## src/sbst_consts.vh

```
// Constants for the SRAM boundary-scan test access port.
// Included by bare name; holds definitions only.
`ifndef SBST_CONSTS_VH
`define SBST_CONSTS_VH

// Instruction register
`define SBST_IR_W          3
`define SBST_IR_EXTEST     3'h0
`define SBST_IR_IDCODE     3'h1
`define SBST_IR_SAMPLE_Z   3'h2
`define SBST_IR_SAMPLE     3'h4
`define SBST_IR_BYPASS     3'h7
`define SBST_IR_CAPTURE    3'h1

// Identification register; code value is arbitrary
`define SBST_ID_W          32
`define SBST_ID_VALUE      32'h0A5C_3001

// Boundary scan register
`define SBST_BSR_LEN       16
`define SBST_BSR_HIZ_CELL  15
`define SBST_BSR_PRESET    16'h8000
`define SBST_BSR_ZERO      16'h0000

// Synchroniser idle levels
`define SBST_PULL_HIGH     1'b1
`define SBST_TCK_IDLE      1'b0

// Serial output enable levels and cleared bit level
`define SBST_OE_OFF        1'h1
`define SBST_OE_ON         1'h0
`define SBST_BIT_LOW       1'h0

`endif

```

## src/sbst_bsr.v

```verilog
// Boundary scan register: capture, shift and update-latched preload stage.
// Assumes capture, shift and update are one-cycle strokes from the TAP on SYS_CLK_I.
`timescale 1ns/10ps
`include "sbst_consts.vh"

module sbst_bsr (
	input  wire                      clk_i,
	input  wire                      rst_i,
	input  wire                      tlr_i,
	input  wire                      capture_i,
	input  wire                      shift_i,
	input  wire                      update_i,
	input  wire                      tdi_i,
	input  wire [`SBST_BSR_LEN-1:0]  ring_i,
	output wire                      so_o,
	output reg  [`SBST_BSR_LEN-1:0]  preload_o
);

	reg [`SBST_BSR_LEN-1:0] shift_q;

	assign so_o = shift_q[0];

	// ***************************************************************
	// Capture and shift stage
	// ***************************************************************
	always @(posedge clk_i or posedge rst_i) begin
		if (rst_i) begin
			shift_q <= `SBST_BSR_ZERO;
		end else if (capture_i) begin
			shift_q <= ring_i;
		end else if (shift_i) begin
			shift_q <= {tdi_i, shift_q[`SBST_BSR_LEN-1:1]};
		end
	end

	// ***************************************************************
	// Preload stage
	// ***************************************************************
	// Output-bus enable cell comes up high so outputs are enabled
	always @(posedge clk_i or posedge rst_i) begin
		if (rst_i) begin
			preload_o <= `SBST_BSR_PRESET;
		end else if (tlr_i) begin
			preload_o <= `SBST_BSR_PRESET;
		end else if (update_i) begin
			preload_o <= shift_q;
		end
	end

endmodule // sbst_bsr

```

## src/sbst_tap.v

```verilog
// Boundary-scan test access port of a synchronous pipelined SRAM.
// Assumes SYS_CLK_I is much faster than TCK; TCK, TMS, TDI and RING_I come
// from outside this clock domain. Pull-ups sit at the pads outside this logic.
//
// Operation
// - Test port works only from test clock: sample on rise, drive on fall.
// - Test clock drives only the TAP, never the memory datapath.
// - Mode-select and serial input read high when left unconnected.
// - Serial input enters the MSB of the selected register.
// - Serial output comes from the selected LSB, changing on falling edges.
// - Output driver enabled by controller state, high impedance otherwise.
// - Instruction selects exactly one register into the serial path.
// - Five rising edges with mode-select high reach reset from any state.
// - Test-port reset leaves memory accesses untouched.
// - Power-up reset puts controller in reset, output off, no clock needed.
// - Instruction register is three bits, loaded serially in its scan path.
// - Instruction register holds identification after power-up and reset.
// - Instruction capture loads binary 01 into the two low bits.
// - Bypass register is one bit, single stage from input to output.
// - Bypass register clears low when bypass instruction takes effect.
// - Boundary register has one cell per input and bidirectional ball.
// - Boundary register captures ring in capture state, shifts afterwards.
// - External-test, sample/preload and outputs-off select boundary register.
// - Identification instruction captures fixed 32-bit code, then shifts it.
// - New instruction takes effect only in instruction-update state.
// - Outputs-off instruction floats memory output bus until next update.
// - External-test drives preloaded cell values onto system outputs.
`timescale 1ns/10ps
`include "sbst_consts.vh"

module sbst_tap (
	input  wire                      SYS_CLK_I,
	input  wire                      RESET_I,
	input  wire                      TCK_I,
	input  wire                      TMS_I,
	input  wire                      TDI_I,
	input  wire [`SBST_BSR_LEN-1:0]  RING_I,
	output reg                       TDO_O,
	output reg                       TDO_OE_N_O,
	output wire [`SBST_BSR_LEN-1:0]  RING_DRIVE_O,
	output reg                       EXTEST_O,
	output reg                       Q_BUS_HIZ_O
);

	// ***************************************************************
	// Controller states
	// ***************************************************************
	localparam [15:0] ST_TLR   = 16'h0001;
	localparam [15:0] ST_RTI   = 16'h0002;
	localparam [15:0] ST_SELDR = 16'h0004;
	localparam [15:0] ST_CAPDR = 16'h0008;
	localparam [15:0] ST_SHDR  = 16'h0010;
	localparam [15:0] ST_EX1DR = 16'h0020;
	localparam [15:0] ST_PSDR  = 16'h0040;
	localparam [15:0] ST_EX2DR = 16'h0080;
	localparam [15:0] ST_UPDR  = 16'h0100;
	localparam [15:0] ST_SELIR = 16'h0200;
	localparam [15:0] ST_CAPIR = 16'h0400;
	localparam [15:0] ST_SHIR  = 16'h0800;
	localparam [15:0] ST_EX1IR = 16'h1000;
	localparam [15:0] ST_PSIR  = 16'h2000;
	localparam [15:0] ST_EX2IR = 16'h4000;
	localparam [15:0] ST_UPIR  = 16'h8000;

	// ***************************************************************
	// Functions
	// ***************************************************************
	function [15:0] next_state;
		input [15:0] st;
		input        tms;
		begin
			case (st)
				ST_TLR:   next_state = tms ? ST_TLR   : ST_RTI;
				ST_RTI:   next_state = tms ? ST_SELDR : ST_RTI;
				ST_SELDR: next_state = tms ? ST_SELIR : ST_CAPDR;
				ST_CAPDR: next_state = tms ? ST_EX1DR : ST_SHDR;
				ST_SHDR:  next_state = tms ? ST_EX1DR : ST_SHDR;
				ST_EX1DR: next_state = tms ? ST_UPDR  : ST_PSDR;
				ST_PSDR:  next_state = tms ? ST_EX2DR : ST_PSDR;
				ST_EX2DR: next_state = tms ? ST_UPDR  : ST_SHDR;
				ST_UPDR:  next_state = tms ? ST_SELDR : ST_RTI;
				ST_SELIR: next_state = tms ? ST_TLR   : ST_CAPIR;
				ST_CAPIR: next_state = tms ? ST_EX1IR : ST_SHIR;
				ST_SHIR:  next_state = tms ? ST_EX1IR : ST_SHIR;
				ST_EX1IR: next_state = tms ? ST_UPIR  : ST_PSIR;
				ST_PSIR:  next_state = tms ? ST_EX2IR : ST_PSIR;
				ST_EX2IR: next_state = tms ? ST_UPIR  : ST_SHIR;
				ST_UPIR:  next_state = tms ? ST_SELDR : ST_RTI;
				default:  next_state = ST_TLR;
			endcase
		end
	endfunction

	// Boundary register is the data path for these instructions
	function sel_bsr;
		input [`SBST_IR_W-1:0] ir;
		begin
			sel_bsr = (ir == `SBST_IR_EXTEST) || (ir == `SBST_IR_SAMPLE) ||
				(ir == `SBST_IR_SAMPLE_Z);
		end
	endfunction

	function sel_id;
		input [`SBST_IR_W-1:0] ir;
		begin
			sel_id = (ir == `SBST_IR_IDCODE);
		end
	endfunction

	// ***************************************************************
	// Input synchronisers
	// ***************************************************************
	reg                      tck_s1_q;
	reg                      tck_s2_q;
	reg                      tck_s3_q;
	reg                      tms_s1_q;
	reg                      tms_s2_q;
	reg                      tdi_s1_q;
	reg                      tdi_s2_q;
	reg [`SBST_BSR_LEN-1:0]  ring_s1_q;
	reg [`SBST_BSR_LEN-1:0]  ring_s2_q;

	// Idle-high levels keep an unused port parked in reset
	always @(posedge SYS_CLK_I or posedge RESET_I) begin
		if (RESET_I) begin
			tck_s1_q <= `SBST_TCK_IDLE;
			tck_s2_q <= `SBST_TCK_IDLE;
			tck_s3_q <= `SBST_TCK_IDLE;
			tms_s1_q <= `SBST_PULL_HIGH;
			tms_s2_q <= `SBST_PULL_HIGH;
			tdi_s1_q <= `SBST_PULL_HIGH;
			tdi_s2_q <= `SBST_PULL_HIGH;
			ring_s1_q <= `SBST_BSR_ZERO;
			ring_s2_q <= `SBST_BSR_ZERO;
		end else begin
			tck_s1_q <= TCK_I;
			tck_s2_q <= tck_s1_q;
			tck_s3_q <= tck_s2_q;
			tms_s1_q <= TMS_I;
			tms_s2_q <= tms_s1_q;
			tdi_s1_q <= TDI_I;
			tdi_s2_q <= tdi_s1_q;
			ring_s1_q <= RING_I;
			ring_s2_q <= ring_s1_q;
		end
	end

	// Test clock is only sampled here; no memory logic sees it
	wire tck_rise = tck_s2_q & ~tck_s3_q;
	wire tck_fall = ~tck_s2_q & tck_s3_q;

	// ***************************************************************
	// Controller
	// ***************************************************************
	reg [15:0] state_q;
	reg [15:0] state_d;

	always @* begin
		state_d = state_q;
		if (tck_rise) begin
			state_d = next_state(state_q, tms_s2_q);
		end
	end

	always @(posedge SYS_CLK_I or posedge RESET_I) begin
		if (RESET_I) begin
			state_q <= ST_TLR;
		end else begin
			state_q <= state_d;
		end
	end

	wire in_tlr   = (state_q == ST_TLR);
	wire cap_ir   = tck_rise && (state_q == ST_CAPIR);
	wire shift_ir = tck_rise && (state_q == ST_SHIR);
	wire upd_ir   = tck_rise && (state_q == ST_UPIR);
	wire cap_dr   = tck_rise && (state_q == ST_CAPDR);
	wire shift_dr = tck_rise && (state_q == ST_SHDR);
	wire upd_dr   = tck_rise && (state_q == ST_UPDR);

	// ***************************************************************
	// Instruction register
	// ***************************************************************
	reg [`SBST_IR_W-1:0] ir_sh_q;
	reg [`SBST_IR_W-1:0] ir_q;

	always @(posedge SYS_CLK_I or posedge RESET_I) begin
		if (RESET_I) begin
			ir_sh_q <= `SBST_IR_CAPTURE;
			ir_q    <= `SBST_IR_IDCODE;
		end else if (in_tlr) begin
			ir_sh_q <= `SBST_IR_CAPTURE;
			ir_q    <= `SBST_IR_IDCODE;
		end else begin
			if (cap_ir) begin
				ir_sh_q <= `SBST_IR_CAPTURE;
			end else if (shift_ir) begin
				ir_sh_q <= {tdi_s2_q, ir_sh_q[`SBST_IR_W-1:1]};
			end
			if (upd_ir) begin
				ir_q <= ir_sh_q;
			end
		end
	end

	wire path_bsr = sel_bsr(ir_q);
	wire path_id  = sel_id(ir_q);

	// ***************************************************************
	// Bypass and identification registers
	// ***************************************************************
	reg                  bypass_q;
	reg [`SBST_ID_W-1:0] id_q;

	always @(posedge SYS_CLK_I or posedge RESET_I) begin
		if (RESET_I) begin
			bypass_q <= `SBST_BIT_LOW;
		end else if (upd_ir && (ir_sh_q == `SBST_IR_BYPASS)) begin
			bypass_q <= `SBST_BIT_LOW;
		end else if (cap_dr && !path_bsr && !path_id) begin
			bypass_q <= `SBST_BIT_LOW;
		end else if (shift_dr && !path_bsr && !path_id) begin
			bypass_q <= tdi_s2_q;
		end
	end

	always @(posedge SYS_CLK_I or posedge RESET_I) begin
		if (RESET_I) begin
			id_q <= `SBST_ID_VALUE;
		end else if (cap_dr && path_id) begin
			id_q <= `SBST_ID_VALUE;
		end else if (shift_dr && path_id) begin
			id_q <= {tdi_s2_q, id_q[`SBST_ID_W-1:1]};
		end
	end

	// ***************************************************************
	// Boundary scan register
	// ***************************************************************
	wire bsr_so;

	sbst_bsr u_bsr (
		.clk_i     (SYS_CLK_I),
		.rst_i     (RESET_I),
		.tlr_i     (in_tlr),
		.capture_i (cap_dr && path_bsr),
		.shift_i   (shift_dr && path_bsr),
		.update_i  (upd_dr && path_bsr),
		.tdi_i     (tdi_s2_q),
		.ring_i    (ring_s2_q),
		.so_o      (bsr_so),
		.preload_o (RING_DRIVE_O)
	);

	// ***************************************************************
	// Serial output, driven on falling edges
	// ***************************************************************
	reg dr_bit;

	always @* begin
		dr_bit = bypass_q;
		if (path_bsr) begin
			dr_bit = bsr_so;
		end else if (path_id) begin
			dr_bit = id_q[0];
		end
	end

	always @(posedge SYS_CLK_I or posedge RESET_I) begin
		if (RESET_I) begin
			TDO_O      <= `SBST_BIT_LOW;
			TDO_OE_N_O <= `SBST_OE_OFF;
		end else if (tck_fall) begin
			case (state_q)
				ST_SHIR: begin
					TDO_O      <= ir_sh_q[0];
					TDO_OE_N_O <= `SBST_OE_ON;
				end
				ST_SHDR: begin
					TDO_O      <= dr_bit;
					TDO_OE_N_O <= `SBST_OE_ON;
				end
				default: begin
					TDO_OE_N_O <= `SBST_OE_OFF;
				end
			endcase
		end
	end

	// ***************************************************************
	// System output control
	// ***************************************************************
	// Only these two strobes reach the memory side, and only while the
	// matching instruction is current; a TAP reset never blocks accesses.
	always @(posedge SYS_CLK_I or posedge RESET_I) begin
		if (RESET_I) begin
			EXTEST_O    <= `SBST_BIT_LOW;
			Q_BUS_HIZ_O <= `SBST_BIT_LOW;
		end else begin
			EXTEST_O    <= (ir_q == `SBST_IR_EXTEST);
			Q_BUS_HIZ_O <= (ir_q == `SBST_IR_SAMPLE_Z) ||
				((ir_q == `SBST_IR_EXTEST) && !RING_DRIVE_O[`SBST_BSR_HIZ_CELL]);
		end
	end

endmodule // sbst_tap

```

## config.mk

```make
export PLATFORM = sky130hd
export DESIGN_NAME = sbst_tap
export DESIGN_NICKNAME = d
export VERILOG_FILES = /design/src/sbst_bsr.v /design/src/sbst_tap.v
export VERILOG_INCLUDE_DIRS = /design/src
export SDC_FILE = /design/constraint.sdc
export NUM_CORES = 1
export LEC_CHECK = 0
export BUFFER_PORTS_ARGS = -buffer_cell sky130_fd_sc_hd__buf_2
export CAP_MARGIN = 10
export CORE_UTILIZATION = 40
export DETAILED_ROUTE_END_ITERATION = 8
export MAX_ROUTING_LAYER = met4
export PLACE_DENSITY = 0.63
export REMOVE_ABC_BUFFERS = 1
export SETUP_SLACK_MARGIN = 0.5
export SYNTH_ARGS = -nofsm -noshare
export SYNTH_HDL_FRONTEND = slang
export SYNTH_SLANG_ARGS = --single-unit
export TNS_END_PERCENT = 10
```

## constraint.sdc

```tcl
create_clock -name SYS_CLK_I -period 13.7 [get_ports SYS_CLK_I]
set_input_delay 2.74 -clock SYS_CLK_I [delete_from_list [all_inputs] [get_ports SYS_CLK_I]]
set_output_delay 2.74 -clock SYS_CLK_I [all_outputs]
set_load 0.05 [all_outputs]
```

* Word level (Yosys, flattened, before mapping)
Cells that the tools add are included.
** Cells by class
- Reductions and logical operators :: 36
- Multiplexer cells :: 31
- Eq/ne operators :: 20
- Bitwise logic cells :: 4
** Operators by type and width (count)
- $pmux W16 S12 :: 1
- $mux W16 :: 6
- $mux W32 :: 2
- $mux W3 :: 6
- $mux W9 :: 2
- $logic_and A1 B1 Y1 :: 17
- $eq A16 B1 Y1 const B :: 1
- $eq A16 B10 Y1 const B :: 1
- $eq A16 B11 Y1 const B :: 1
- $eq A16 B12 Y1 const B :: 1
- $eq A16 B13 Y1 const B :: 1
- $eq A16 B14 Y1 const B :: 1
- $eq A16 B15 Y1 const B :: 1
- $eq A16 B16 Y1 const B :: 1
- $eq A16 B2 Y1 const B :: 1
- $eq A16 B3 Y1 const B :: 1
- $eq A16 B4 Y1 const B :: 1
- $eq A16 B5 Y1 const B :: 1
- $eq A16 B6 Y1 const B :: 1
- $eq A16 B7 Y1 const B :: 1
- $eq A16 B8 Y1 const B :: 1
- $eq A16 B9 Y1 const B :: 1
- $mux W15 :: 1
- $mux W13 :: 1
- 20 further kinds :: 39
** Word-level totals
- Register bits after elaboration :: 130
- Output and inout port bits :: 20
- Word-level logic and storage cells :: 111

* Logic depth before layout (Yosys ltp)
Gate-level depths: netlist of the first run.
- Word-level depth :: 9
- Depth in mapped cells :: 8
- Depth with buffers taken out :: 5

* Modules after synthesis
Synthesis of the first run repeated with hierarchy kept, for this count alone.
** Second synthesis, totals
- Cells, all modules :: 459
- Area total of the unflattened synthesis :: 5381.4 um2
** Modules (own cells, without submodules)
- sbst_tap :: cells each 337, area each 3975.1 um2, times used 1
- sbst_bsr :: cells each 122, area each 1406.3 um2, times used 1

* Worst setup path after synthesis of the first run
Ideal clock, no wire load.
- Path type :: flip-flop to output port
- From :: reg u_bsr.preload_o[15]
- To :: out RING_DRIVE_O[15]
- Path buffers :: 0
- Arrival :: 0.672 ns
- Cell stages (with the launch flop) :: 1
- Slack :: 10.288 ns
- Required time :: 10.960 ns
- Cell sequence :: dfstp_2
** RTL lines
- start: declaration :: line sbst_bsr.v:16 : output reg [`SBST_BSR_LEN-1:0] preload_o
- start signal: assignment :: line sbst_bsr.v:42 : preload_o <= `SBST_BSR_PRESET;
- start signal: assignment :: line sbst_bsr.v:44 : preload_o <= `SBST_BSR_PRESET;
- start signal: assignment :: line sbst_bsr.v:46 : preload_o <= shift_q;
- end: declaration :: line sbst_tap.v:40 : output wire [`SBST_BSR_LEN-1:0] RING_DRIVE_O,
No word-level cell between the ends.

* Final worst setup path of the first run
- From :: reg u_bsr.preload_o[15]
- To :: out RING_DRIVE_O[15]
No word-level cell between the ends.

==> results of run 1 <==
## worst reg2reg max path: cells and delay by family (launching register included)
family,cells,cell delay (ps)
and+or+nand+nor,3,1550
DFF,1,470
AOI/OAI and AO/OA,2,1020
## logic make-up (layout without fill, tap and decap cells)
| group | after synthesis | in the layout | share of synthesized area, % |
|---|---|---|---|
| compound gates | 127 | 127 | 18.13 |
| xor+xnor | 7 | 7 | 1.181 |
| fa+ha+maj | 1 | 1 | 0.1928 |
| buf+inv | 36 | 80 | 3.350 |
| flops | 130 | 130 | 63.10 |
| mux | 3 | 3 | 0.6748 |
| simple gates | 117 | 117 | 13.38 |
## cell usage after synthesis, types with 8 or more instances
cell type,count,share of area (%)
o22ai_1,17,2.0
a22o_1,42,7.1
buf_2,12,1.2
nor2_1,32,2.3
nor3_1,8,0.77
dfstp_2,18,9.1
o21ai_0,12,1.2
dfrtp_1,112,54
nand3_1,8,0.77
clkbuf_1,11,0.80
a21oi_1,22,2.1
nand2_1,20,1.4
nand4_1,8,0.96
o22a_1,9,1.5
## state kept, by name, summed over array words and instances (netlist names), 3 cells and up
name / cells
state_q: 16
ring_s1_q: 16
u_bsr.preload_o: 16
ring_s2_q: 16
ir_q: 3
id_q: 32
u_bsr.shift_q: 16
ir_sh_q: 3
## worst paths after layout
check	from	end	slack (ps)	cells after the start
hold reg to reg	ring_s1_q[14]$_DFF_PP0_	ring_s2_q[14]$_DFF_PP0_	340	0
setup reg to reg	state_q[13]$_DFFE_PP0P_	id_q[24]$_DFFE_PP0P_	10550	5
min in group asynchronous	RESET_I	u_bsr.shift_q[13]$_DFFE_PP0P_	2440	2
hold / removal	ring_s1_q[14]$_DFF_PP0_	ring_s2_q[14]$_DFF_PP0_	340	0
max in group asynchronous	RESET_I	id_q[5]$_DFFE_PP0P_	9940	3
setup / recovery	u_bsr.preload_o[15]$_DFFE_PP1P_	RING_DRIVE_O[15]	9740	1
## per-layer routing
layer  wire (um)  share of wire (%)  track usage, %  vias up
met5           0                  0               -        -
met4         267                2.6           8.291        0
met3         472                4.5           6.067       22
met2        4748                 46           25.56       85
met1        4905                 47           23.81     1712
li1            -                  -               -     1634
## power by group
| group | switching, mW | leakage [nW] | total [mW] | internal [mW] |
|---|---|---|---|---|
| Clock | 0.170 | 0.277 | 0.426 | 0.256 |
| Combinational | 0.0646 | 0.796 | 0.101 | 0.0361 |
| Sequential | 0.0154 | 1.67 | 0.422 | 0.406 |
| Total | 0.250 | 2.74 | 0.948 | 0.698 |
## metrics by stage
step	util (%)	cells
after floorplan	-	390
after global placement	43.40	605
after detailed placement	43.40	605
after CTS	47.91	637
after global routing	47.91	637
final	47.91	637
## layout by cell type, fill, tap and decap left out, types with 3 or more instances in the layout
| cell type | Yosys | layout |
|---|---|---|
| o22ai_1 | 17 | 17 |
| o22a_1 | 9 | 9 |
| a21oi_1 | 22 | 22 |
| clkinv_4 | 0 | 5 |
| clkbuf_16 | 0 | 17 |
| nand2b_1 | 4 | 4 |
| a32oi_1 | 3 | 3 |
| dfstp_2 | 18 | 18 |
| nor2b_1 | 3 | 3 |
| a22o_1 | 42 | 42 |
| nor3_1 | 8 | 8 |
| o31ai_1 | 3 | 3 |
| clkinv_2 | 0 | 3 |
| nor2_1 | 32 | 32 |
| a21o_1 | 3 | 3 |
| and2_1 | 3 | 3 |
| nor4_4 | 3 | 3 |
| nand4_1 | 8 | 8 |
| nor4_1 | 4 | 4 |
| o21ai_0 | 12 | 12 |
| inv_6 | 0 | 3 |
| inv_1 | 5 | 4 |
| xnor2_1 | 3 | 3 |
| nand3b_1 | 5 | 5 |
| xor2_1 | 4 | 4 |
| nand2_1 | 20 | 20 |
| dfrtp_1 | 112 | 112 |
| nand3_1 | 8 | 8 |
| buf_4 | 4 | 3 |
| buf_2 | 12 | 40 |
## layout make-up
class	count	share of cell area, %
clock buffer	18	7.264
inverter	5	0.3518
multi-input combinational	255	28.81
sequential	130	54.18
timing repair buffer	43	3.684
clock inverter	14	2.152
tap	172	3.560
==> results_dict.tcl, run 1 <==
set metrics [dict create \
    outcome "completed" \
    netlist_instances 421 \
    min_path_type "flop to flop" \
    syn_to_final_growth_pct 16.46 \
    p_leak_nw 2.744 \
    grt_max_degree 73 \
    clock_insertion_delay_worst_skew_ps 410 \
    slowest_stage "dfstp_2" \
    place.gp.congestion 0.8731 \
    finalInstanceArea_sq_um 6046 \
    fin_crit_sh_pct 28.92 \
    setup.worst_path.class "flop to primary output" \
    cp_slowest_stage_delay_ps 550 \
    post_dp_cell_area_sq_um 5477 \
    crit_path_max_fanout 3 \
    cts_made_buffers 17 \
    p_per_area_nw_per_um2 156.8 \
    avgSynthCellArea_sq_um 12.33 \
    ys_seq_elements 130 \
    grt_pass1_vias 3424 \
    drt_first_iter_violations 219 \
    worst_ir_drop_vdd_uv 96.28 \
    async_flop_share_pct 100.0 \
    synth_sequential_area_ratio_pct 63.10 \
    final_layout_size_suffix_gt1_share_pct 23.23 \
    place_hpwl_um 6570 \
    effective_utilization_at_floorplan_pct 41.14 \
    clkTransAtPathRegs_ps 60 \
    final.fill_count 1158 \
    maxCapViolations 0 \
    avgViaCountPerCell 5.421 \
    finalClockSkew_ps 9.036 \
    timing.slew.headroom_pct 37.01 \
    placement.io_buffers 40 \
    n_diodes 0 \
    ant_nets 0 \
    crit_buf_inv 1 \
    post_cts_buffers 0 \
    max-clock-path-buffers 2 \
    globalRouteOverflowTotal 0 \
    number_of_buffers_inserted_for_hold_repair_after_clock_tree_synthesis 0 \
    die_h_um 115.9 \
    critical_path_required_ps 10960 \
    synth-edff-count 0 \
    first_pass_iters 5 \
    multi_input_logic_area_sq_um 1742 \
    ios 41 \
    hold_viol 0 \
    drt-total-wl_um 10390 \
    postLayoutSetupSlackWorst_ps 9738 \
    wl_per_cell_um 16.32 \
    drt_drc_violations_left 0 \
    ctsResizeCount 0 \
    timing.critical_path.from_type "flop" \
    fin_worst_hold_slack_ps 341.9 \
    synth_top_flop_cell "dfrtp_1" \
    final_max_slew_viol_count 0 \
    setup_tns_ps 0 \
    die-width_um 115.9 \
    overall_fraction_of_global_route_tracks_in_use_pct 18.20 \
    yosys.cell_types.count 62 \
    totalPowerFinal_mw 0.9478 \
    grt_setup_unrepaired "false" \
    root_buffer "clkbuf_16" \
    ff_latch_area_sq_um 3276 \
    crit_path_cell_trace "buf_2" \
    arrival_ps 1220 \
    routed-via-count 3453 \
    yosysWarnings 0 \
    finish.net_count 473 \
    min_period_ps 3962 \
    clkSinkCount 130 \
    synth.cell_area_sq_um 5191 \
    timing.final.setup_violations 0 \
    tightest_slew_ps 942.2 \
    grt_pass1_wl_um 17590 \
    place_worst_setup_slack_ps 9399 \
    crit_path_end_kind "primary output" \
    grt_antenna_before_repair 0 \
    fp.coreArea_sq_um 12620 \
    critPathTopFamily "flip-flops" \
    htree_levels 4 \
    max_freq_mhz 252.4 \
    std_cell_rows 41 \
    clock_tree_from_tritoncts "yes" \
    area_of_the_die_sq_um 13440 \
]
Power figures use the tool's default switching activity.
==> inputs of run 2 (changes only) <==
PLACE_DENSITY = 0.65   (was 0.63)
clock period = 3.3 ns   (was 13.7 ns; I/O delays follow)
==> results_dict.tcl, run 2 (synthesis gave the netlist of run 1 again) <==
set metrics [dict create \
    postLayoutSetupSlackWorst_ps 793.7 \
    drt_first_iter_violations 191 \
    ctsResizeCount 0 \
    timing.final.setup_violations 0 \
    worst_ir_drop_vdd_uv 382.7 \
    n_diodes 0 \
    p_per_area_nw_per_um2 655.0 \
    tightest_slew_ps 927.5 \
    crit_path_end_kind "flop" \
    maxCapViolations 0 \
    seq_power_share_pct 43.7 \
    totalPowerFinal_mw 4.004 \
    clkPwrFrac_pct 45.6 \
    outcome "completed" \
    final_max_slew_viol_count 0 \
    p_switching_mw 0.9982 \
    die_h_um 115.9 \
    placement.io_buffers 40 \
    p_leak_nw 2.776 \
    largest-register "id_q" \
    min_path_type "input pin to async pin" \
    crit_buf_inv 0 \
    final_common_cell "dfrtp_1" \
    timing.slew.headroom_pct 37.70 \
    switching_share_pct 24.93 \
    grt_pass1_vias 3458 \
    effective_utilization_at_floorplan_pct 41.14 \
    cts_made_buffers 17 \
    number_of_buffers_inserted_for_hold_repair_after_clock_tree_synthesis 0 \
    root_buffer "clkbuf_16" \
    cp_slowest_stage_delay_ps 510 \
    grt_antenna_before_repair 0 \
    timing.critical_path.from_type "flop" \
    clock_insertion_delay_worst_skew_ps 420 \
    hold_viol 0 \
    max-clock-path-buffers 2 \
    drt_drc_violations_left 0 \
    area_of_the_die_sq_um 13440 \
    finalCoreUtilization_pct 48.44 \
    ant_nets 0 \
    grt_setup_unrepaired "false" \
    multi_input_logic_area_sq_um 1752 \
    routed-via-count 3548 \
    crit_path_max_fanout 23 \
    htree_levels 4 \
    globalRouteOverflowTotal 0 \
    first_pass_iters 5 \
    finish.net_count 477 \
    final.fill_count 1167 \
    crit_path_cell_trace "nor4_4 > nand4_1 > or2_1 > a21o_2 > a22o_1" \
    place_worst_setup_slack_ps 648.8 \
    std_cell_rows 41 \
    finalInstanceArea_sq_um 6113 \
    critPathTopFamily "simple AND/OR/NAND/NOR gates" \
    internal_power_mw 3.006 \
    slowest_stage "nor4_4" \
    final_layout_size_suffix_gt1_share_pct 23.45 \
    clkSinkCount 130 \
    wl_per_cell_um 16.57 \
    layout.cells.most_common_list "dfrtp_1 (112), a22o_1 (42), buf_2 (40)" \
    layoutNonFillerInstCount 641 \
    place_hpwl_um 6802 \
    ff_latch_area_sq_um 3276 \
    min_period_ps 2506 \
    finalClockSkew_ps 20.12 \
    combPwrFrac_pct 10.7 \
    drt-total-wl_um 10620 \
    arrival_ps 2800 \
    setup.worst_path.class "flop to flop" \
    grt_max_degree 50 \
    place.gp.congestion 0.8489 \
    fin_crit_sh_pct 75.95 \
    largest_reg_flops 32 \
    post_cts_buffers 0 \
    post_dp_cell_area_sq_um 5519 \
    overall_fraction_of_global_route_tracks_in_use_pct 17.95 \
    max_freq_mhz 399.0 \
    fin_worst_hold_slack_ps 312.4 \
    syn_to_final_growth_pct 17.76 \
    critical_path_required_ps 3590 \
    ios 41 \
    avgViaCountPerCell 5.535 \
    setup_tns_ps 0 \
    fp.coreArea_sq_um 12620 \
    placed_cells_incl_taps 609 \
    die-width_um 115.9 \
    clock_tree_from_tritoncts "yes" \
    clkTransAtPathRegs_ps 50 \
    grt_pass1_wl_um 17480 \
]
-- run 2: cell types whose count changed in the layout (fill, tap and decap cells not counted), sizes merged --
cell      delta
bufinv       +1
clkinvlp     +1
buf          +4
clkbuf       +5
clkinv       -4
inv          -3
-- run 2: area by class of cell --
| cell class | count | share of cell area (%) |
|---|---|---|
| clock buffer | 23 | 7.818 |
| clock inverter | 9 | 1.740 |
| inverter | 5 | 0.3479 |
| multi-input combinational | 255 | 28.65 |
| sequential | 130 | 53.58 |
| tap | 172 | 3.520 |
| timing repair buffer | 47 | 4.339 |
-- run 2: layer usage --
layer	global-route usage [%]	routed length, um	vias to the layer above
li1	-	-	1629
met1	22.95	4851	1777
met2	26.15	4998	123
met3	5.230	553	19
met4	8.718	217	0
met5	-	0	-
-- run 2: path summary, 6_finish.rpt --
kind,startpoint,to,slack [ps],cells past startpoint
max,state_q[11]$_DFFE_PP0P_,id_q[3]$_DFFE_PP0P_,790,5
min,RESET_I,u_bsr.shift_q[14]$_DFFE_PP0P_,310,2
max reg2reg,state_q[11]$_DFFE_PP0P_,id_q[3]$_DFFE_PP0P_,790,5
min reg2reg,ring_s1_q[3]$_DFF_PP0_,ring_s2_q[3]$_DFF_PP0_,340,0
max in group asynchronous,RESET_I,ir_sh_q[0]$_DFFE_PP1P_,2110,3
min in group SYS_CLK_I,TMS_I,tms_s1_q$_DFF_PP1_,340,1
-- run 2: worst register-to-register path, stage by stage, from the launching register on --
cell and delay (ps):
dfrtp_1 490, nor4_4 510, nand4_1 240, or2_1 450, a21o_2 400, a22o_1 300
-- run 2: power by group through the flow --
| stage | logic, mW | registers [mW] | clock network (mW) |
|---|---|---|---|
| 2_1_floorplan | 0.299 | 1.76 | 0 |
| 3_3_place_gp | 0.418 | 1.77 | 0 |
| 3_5_place_dp | 0.429 | 1.77 | 0 |
| 4_1_cts | 0.430 | 1.75 | 1.86 |
| 5_1_grt | 0.476 | 1.76 | 1.93 |
| 6_report | 0.430 | 1.75 | 1.83 |
==> inputs of run 3 (changes only) <==
clock period = 2.12 ns   (was 3.3 ns; I/O delays follow)
==> results_dict.tcl, run 3 (synthesis gave the netlist of run 1 again) <==
set metrics [dict create \
    clock_insertion_delay_worst_skew_ps 420 \
    final.fill_count 1072 \
    grt_pass1_wl_um 19020 \
    overall_fraction_of_global_route_tracks_in_use_pct 19.49 \
    drt_drc_violations_left 0 \
    arrival_ps 2390 \
    first_pass_iters 5 \
    ios 41 \
    fin_crit_sh_pct 98.24 \
    std_cell_rows 41 \
    largest-register "id_q" \
    hp-start "TDI_I" \
    p_leak_nw 3.136 \
    cts_made_buffers 17 \
    maxCapViolations 0 \
    finalClockSkew_ps 7.062 \
    placement.io_buffers 40 \
    placed_cells_incl_taps 644 \
    effective_utilization_at_floorplan_pct 41.14 \
    outcome "completed" \
    fp.coreArea_sq_um 12620 \
    worst_ir_drop_vdd_uv 732.8 \
    grt_max_degree 58 \
    drt-total-wl_um 11800 \
    place.gp.congestion 0.8938 \
    root_buffer "clkbuf_16" \
    layoutNonFillerInstCount 690 \
    n_diodes 0 \
    die_h_um 115.9 \
    postLayoutSetupSlackWorst_ps 37.28 \
    clkSinkCount 130 \
    max_freq_mhz 480.1 \
    drt_first_iter_violations 188 \
    p_per_area_nw_per_um2 970.4 \
    setup.worst_path.class "flop to flop" \
    place_hpwl_um 7300 \
    layout.cells.most_common_list "dfrtp_1 (110), a22o_1 (42), buf_4 (41)" \
    setup_tns_ps 0 \
    routed-via-count 3787 \
    timing.slew.headroom_pct 44.80 \
    end_point_of_the_most_critical_hold_path "tdi_s1_q$_DFF_PP1_" \
    final_max_slew_viol_count 0 \
    clkTransAtPathRegs_ps 60 \
    finalInstanceArea_sq_um 6830 \
    avgViaCountPerCell 5.488 \
    slack_of_the_worst_reg_to_reg_path_ps 40 \
    min_period_ps 2083 \
    final_layout_size_suffix_gt1_share_pct 36.68 \
    critPathLaunch "state_q[12]$_DFFE_PP0P_" \
    grt_antenna_before_repair 0 \
    ant_nets 0 \
    grt_pass1_vias 3707 \
    critical_path_required_ps 2430 \
    post_dp_cell_area_sq_um 5832 \
    globalRouteOverflowTotal 0 \
    min_path_type "input pin to flop" \
    worst-r2r-cell-count 5 \
    hold_path_depth 1 \
    htree_levels 4 \
    largest_reg_flops 32 \
    area_of_the_die_sq_um 13440 \
    final_common_cell "dfrtp_1" \
    max-clock-path-buffers 2 \
    timing.rr.end "ir_q[1]$_DFFE_PP0P_" \
    die-width_um 115.9 \
    hold_viol 0 \
    crit_path_end_kind "flop" \
    finish.net_count 526 \
    wl_per_cell_um 17.10 \
    timing.critical_path.from_type "flop" \
    rr_startpoint "state_q[12]$_DFFE_PP0P_" \
    grt_setup_unrepaired "true" \
    place_worst_setup_slack_ps 29.18 \
    finalCoreUtilization_pct 54.12 \
    syn_to_final_growth_pct 31.57 \
    fin_worst_hold_slack_ps 99.17 \
    clock_tree_from_tritoncts "yes" \
    totalPowerFinal_mw 6.628 \
    crit_path_max_fanout 3 \
    tightest_slew_ps 828.0 \
    timing.final.setup_violations 0 \
]
==> run 3: changes by cell type in the layout (fill, tap and decap cells not counted), moves of 4 or more <==
cell and change:
buf_4 +35, nor2_1 -11, a21oi_1 -9, a21oi_2 +9, nor2_4 +7, buf_12 +6, nor2_2 +4
==> run 3: layout make-up <==
type	instances	area, sq um	area share [%]
tap	172	215.2	3.151
sequential	130	3278	47.99
multi-input combinational	256	1932	28.28
clock buffer	24	491.7	7.199
clock inverter	8	125.1	1.832
inverter	5	21.27	0.3114
timing repair buffer	95	767.0	11.23
==> run 3: worst max-delay path by stage <==
stage / slack (ps) / endpoint
floorplan: -1740 / EXTEST_O$_DFF_PP0_
global placement: 40 / TDO_O$_DFFE_PP0P_
detailed placement: 30 / TDO_O$_DFFE_PP0P_
CTS: 80 / id_q[5]$_DFFE_PP0P_
global route: -10 / ir_q[1]$_DFFE_PP0P_
finish: 40 / ir_q[1]$_DFFE_PP0P_
==> run 3: layer usage <==
metal	up-vias	part of all wire (%)	wire, um	track usage (%)
met5	-	0	0	-
met4	0	2.1	243	8.632
met3	20	4.2	495	5.701
met2	109	47	5488	27.78
met1	1924	47	5574	25.78
li1	1734	-	-	-
==> run 3: what timing repair did <==
action / in CTS / in global routing
pin swaps: 4 / 54
endpoints found under the hold margin: 18 / 0
cloned: 1 / 3
hold buffers: 1 / 0
setup buffers: 3 / 6
endpoints found under the setup margin: 86 / 91
resized for setup: 1 / 53
==> run 3: where the power goes <==
group / switching [mW] / internal, mW / total (mW)
logic: 0.522 / 0.393 / 0.915
clock network: 1.05 / 1.97 / 3.02
registers: 0.0669 / 2.63 / 2.69
==> run 3: worst max-delay path: stages, from the launching register on <==
cell	delay, ps
dfrtp_1	420
or4_4	560
or4_4	450
nor3_4	240
nor2_2	50
mux2_4	250
